### config.mk
export PLATFORM = sky130hd
export DESIGN_NAME = cpm_ea_unit
export DESIGN_NICKNAME = d
export VERILOG_FILES = /design/src/hw/cpm_pkg.sv /design/src/hw/cpm_ea_unit.sv
export SDC_FILE = /design/constraint.sdc
export NUM_CORES = 1
export LEC_CHECK = 0
export ABC_AREA = 1
export BUFFER_PORTS_ARGS = -buffer_cell sky130_fd_sc_hd__buf_2
export CORE_ASPECT_RATIO = 1.4
export CORE_MARGIN = 3
export CORE_UTILIZATION = 46
export DETAILED_ROUTE_END_ITERATION = 7
export PLACE_DENSITY_LB_ADDON = 0.15
export SYNTH_ARGS = -nofsm -noshare
export SYNTH_HDL_FRONTEND = slang
export SYNTH_SLANG_ARGS = --single-unit
### constraint.sdc
create_clock -name vclk -period 5.43
set_input_delay 0.8145 -clock vclk [all_inputs]
set_output_delay 0.8145 -clock vclk [all_outputs]
set_load 0.005 [all_outputs]
### src/hw/cpm_pkg.sv
// constants and types for the core programming model
// assumes one system clock and an axi4-lite register window
package cpm_pkg;
  // ---------------------------------------------------------------
  // operand types and address modes
  // ---------------------------------------------------------------
  typedef enum logic [2:0] {OP_BIT, OP_BCD, OP_BYTE, OP_WORD, OP_LONG}
    cpm_opnd_t;
  typedef enum logic [3:0] {
    EA_DREG, EA_AREG, EA_IND, EA_POSTINC, EA_PREDEC, EA_DISP16,
    EA_IDX8, EA_ABS_W, EA_ABS_L, EA_PC_DISP16, EA_PC_IDX8, EA_IMM,
    EA_IMPLIED
  } cpm_ea_mode_t;
  // ---------------------------------------------------------------
  // status word fields
  // ---------------------------------------------------------------
  localparam int SR_C = 0;
  localparam int SR_V = 1;
  localparam int SR_Z = 2;
  localparam int SR_N = 3;
  localparam int SR_X = 4;
  localparam int SR_MASK_LO = 8;
  localparam int SR_S = 13;
  localparam int SR_T = 15;
  localparam logic [15:0] SR_RST = 16'h2700;
  localparam logic [15:0] SR_IMPL = 16'ha71f;
  localparam logic [31:0] USP_RST = 32'h0000_0000;
  localparam logic [31:0] PC_RST = 32'h0000_0000;
  // ---------------------------------------------------------------
  // register window byte offsets
  // ---------------------------------------------------------------
  localparam logic [7:0] OFS_OPR = 8'h00;
  localparam logic [7:0] OFS_PTR = 8'h20;
  localparam logic [7:0] OFS_USP = 8'h3c;
  localparam logic [7:0] OFS_SSP = 8'h40;
  localparam logic [7:0] OFS_PC = 8'h44;
  localparam logic [7:0] OFS_PSW = 8'h48;
  localparam logic [7:0] OFS_CTRL = 8'h4c;
  localparam logic [1:0] RESP_OKAY = 2'b00;
  localparam logic [1:0] RESP_SLVERR = 2'b10;
  localparam logic [3:0] SEL_SP = 4'h7;
endpackage : cpm_pkg

### src/hw/cpm_ea_unit.sv
// effective address arithmetic for all address mode families
// assumes extension words already fetched and sign handling by mode
`timescale 1ns/1ps
module cpm_ea_unit
  import cpm_pkg::*;
(
  input wire cpm_pkg::cpm_ea_mode_t mode,
  input wire logic [31:0] base,
  input wire logic [31:0] pc,
  input wire logic [31:0] ext,
  input wire logic [31:0] idx_val,
  input wire logic [31:0] step,
  output logic [31:0] addr,
  output logic [31:0] base_nxt,
  output logic base_upd
);
  logic [31:0] d16;
  logic [31:0] d8;
  assign d16 = {{16{ext[15]}}, ext[15:0]};
  assign d8 = {{24{ext[7]}}, ext[7:0]};
  always_comb begin
    addr = base;
    base_nxt = base;
    base_upd = 1'b0;
    case (mode)
      EA_POSTINC: begin
        base_nxt = base + step;
        base_upd = 1'b1;
      end
      EA_PREDEC: begin
        addr = base - step;
        base_nxt = base - step;
        base_upd = 1'b1;
      end
      EA_DISP16: addr = base + d16;
      EA_IDX8: addr = base + d8 + idx_val;
      EA_ABS_W: addr = d16;
      EA_ABS_L: addr = ext;
      EA_PC_DISP16: addr = pc + d16;
      EA_PC_IDX8: addr = pc + d8 + idx_val;
      EA_IMM: addr = ext;
      default: addr = base;
    endcase
  end
endmodule : cpm_ea_unit

==> metrics.md <==
| Metric | Value |
|---|---|
| Outcome | completed |
| Critical Path Source | mode[0] |
| Filler cells | 3471 |
| Setup tns final | 0 ns |
| Placeable Area | between 30000 and 40000 µm² |
| CP Cell Sequence | buf_2 > inv_1 > nor2_1 > nand2_2 > buf_4 > mux2_2 > ha_1 > nand2_1 > inv_1 > nand2_1 > nor3_1 > and2_1 > nand2_1 > nand2_1 > nand2_1 > nand3_1 > nand2_1 > nor2_1 > nand3_1 > buf_2 |
| Post-synth top area share | 0.263 |
| Layout net count | between 3000 and 4000 |
| Seq_cells | 0 |
| Final core utilization | 0.523 |
| Setup bufs post-CTS | 0 |
| Final ANT Viol Nets | 0 |
| Worst-Margin Slew | 0.876 ns |
| Via count | between 15000 and 20000 |
| Maximum VDD drop | 0.000113 V |
| Post-Syn Area per Cell | about 5.2 µm² |
| Die width | about 150 µm |
| # rows | 75 |
| Buf/Inv on CP | 5 |
| Number of library cell types mapped by synthesis | about 40 |
| P per Cell Area | between 100 and 150 nW/µm² |
| Slowest stage delay, CP | between 0.4 and 0.5 ns |
| Worst-path fanout max | 26 |
| Hold bufs inserted after CTS | 0 |
| Antenna violations before repair | 0 |
| Most frequent cells in the layout | 1000 x nand2_1, 483 x inv_1, 266 x nor2_1 |
| Worst path depth | 20 |
| Crit. End Element | output pin |
| Post-Route WL | approximately 65 mm |
| Post-CTS sizing | 0 |
| Number of max-cap violations | 0 |
| Post-Place Cells | between 3000 and 4000 |
| Chip height | about 210 µm |
| CLK BUF | 0 |
| Final setup vio count | 0 |
| CP required | approximately 4.6 ns |
| WS Path Type | in2out |
| Crit path capture | addr[27] |
| Ranking of synthesized cells by area | nand2_1 26%, ha_1 14%, inv_1 13%, fa_1 9.4%, nand3_1 8.4% |
| CP Launch Type | input port |
| Mean routed wirelength per cell | just under 20 µm |
| Input/output buffers | roughly 230 |
| Tcrit/Tclk final | 0.939 |
| RSZ-0062 raised after global routing | no |
| Gr ovfl total | 0 |
| FMAX | between 150 and 200 MHz |
| WP data arrival | 4.29 ns |
| Gate Count Post-Synth | ~2700 |
| Pin count of the biggest net entering global routing | 33 |
| DRC | 0 |
| Synth Net Count | around 3100 |
| Reg area | 0 µm² |
| IO Pins | roughly 230 |
| Vias in the first global route | ~18000 |
| DRT Pass-1 Iters | 5 |
| Commonest non-fill, non-tap cell in the layout | nand2_1 |
| GPL Wtd Cong | 1.03 |
| Die area | between 30000 and 40000 µm² |
| Post-DP HPWL | around 57 mm |
| Pleak | roughly 0.0094 µW |
| Yosys top cell by area | nand2_1 |
| Slew margin rel. | 0.415 |
| Via density | between 5 and 6 |
| Area growth from synthesis to layout | 11.1% |
| Ys Warns | 0 |
| Hold WC Path Type | in2out |
| Share of cells above drive strength 1 | 0.101 |
| Max Slew Vio Count | 0 |
| Mapped cell area | 14300 µm² |
| N_diodes | 0 |
| Crit-path most repeated cell | nand2_1 |
| Global-route wire length before repair | slightly below 100 mm |
| Seq/Total Area, Yosys | 0 |
| Multi-input logic area | 12300 µm² |
| Final Hold Viols | 0 |
| Total GRT Usage | 0.374 |
| Min-delay src | base[31] |
| Non-filler cells, final | about 3300 |
| Slowest CP cell | nor3_1 |
| Starting Density | 0.471 |
| Crit-path leading delay family | simple AND/OR/NAND/NOR gates |
| Final min period | between 5 and 6 ns |
| Iteration-0 DRC Markers | 1632 |
-- cell usage after synthesis (2+ instances only) --
cell       number
nand2_1      1000
inv_1         483
nor2_1        269
nand3_1       240
a21oi_1       188
ha_1          160
o21ai_0        89
fa_1           67
nor3_1         31
mux2_2         27
nand3b_1       25
nand4_1        23
buf_2          19
o21bai_1       18
or2_2          18
xnor2_1        11
clkbuf_1       10
xor2_1          9
and2_1          7
o211ai_1        7
o21a_1          5
o22ai_1         4
a221oi_1        3
nor2_2          3
nor4_1          3
o2111ai_1       3
a211oi_1        2
a21boi_0        2
a21o_1          2
and3_1          2
buf_4           2
clkbuf_2        2
nand2_2         2
o21ai_1         2
-- final cells by class --
| type | count | area share |
|---|---|---|
| Timing Repair Buffer | 242 | 0.0787 |
| Tap cell | 385 | 0.0304 |
| Multi-Input combinational cell | 2228 | 0.776 |
| Inverter | 484 | 0.115 |
-- metrics by stage --
stage / worst slack (ns) / instance area, µm² / hold WS (ns) / power (µW)
2_1_floorplan: 1.50 / 14300 / 1.73 / 1490
3_3_place_gp: 0.329 / 15800 / 1.99 / 2220
3_5_place_dp: 0.350 / 15800 / 2.01 / 2240
4_1_cts: 0.351 / 15800 / 2.01 / 2250
5_1_grt: 0.176 / 15800 / 2.05 / 2550
6_report: 0.329 / 15800 / 2.01 / 2300
-- layer usage --
layer | wire [µm] | share of wire | GRT usage | up-vias
li1 | - | - | - | 9074
met1 | 24500 | 0.38 | 0.440 | 8470
met2 | 31900 | 0.49 | 0.676 | 772
met3 | 3970 | 0.061 | 0.0240 | 191
met4 | 4460 | 0.069 | 0.195 | 0
met5 | 0 | 0 | 0 | -
-- how the worst min path moves through the flow --
stage / to / cells past startpoint
2_1_floorplan: addr[6] / 2
3_3_place_gp: addr[31] / 4
3_5_place_dp: addr[31] / 4
4_1_cts: addr[31] / 4
5_1_grt: addr[31] / 4
6_report: addr[31] / 4
-- power by group --
part | switching (µW) | internal (µW) | total [µW]
Clock | 0 | 0 | 0
Combinational | 1540 | 756 | 2300
Sequential | 0 | 0 | 0
-- cell families (layout without fill, tap and decap cells) --
kind of cell / count (synthesis) / after routing / share of synthesized area
xor+xnor: 20 / 20 / 0.0123
compound gates: 329 / 329 / 0.125
simple gates: 1625 / 1625 / 0.469
buf+inv: 517 / 726 / 0.138
mux: 27 / 27 / 0.0213
fa+ha+maj: 227 / 227 / 0.234
-- worst min-delay path, cell delays in order --
cell and delay (ns):
buf_2 0.14, nand2_1 0.06, nand3_1 0.07, buf_2 0.10
No activity file was read; power rests on OpenSTA's default activity.
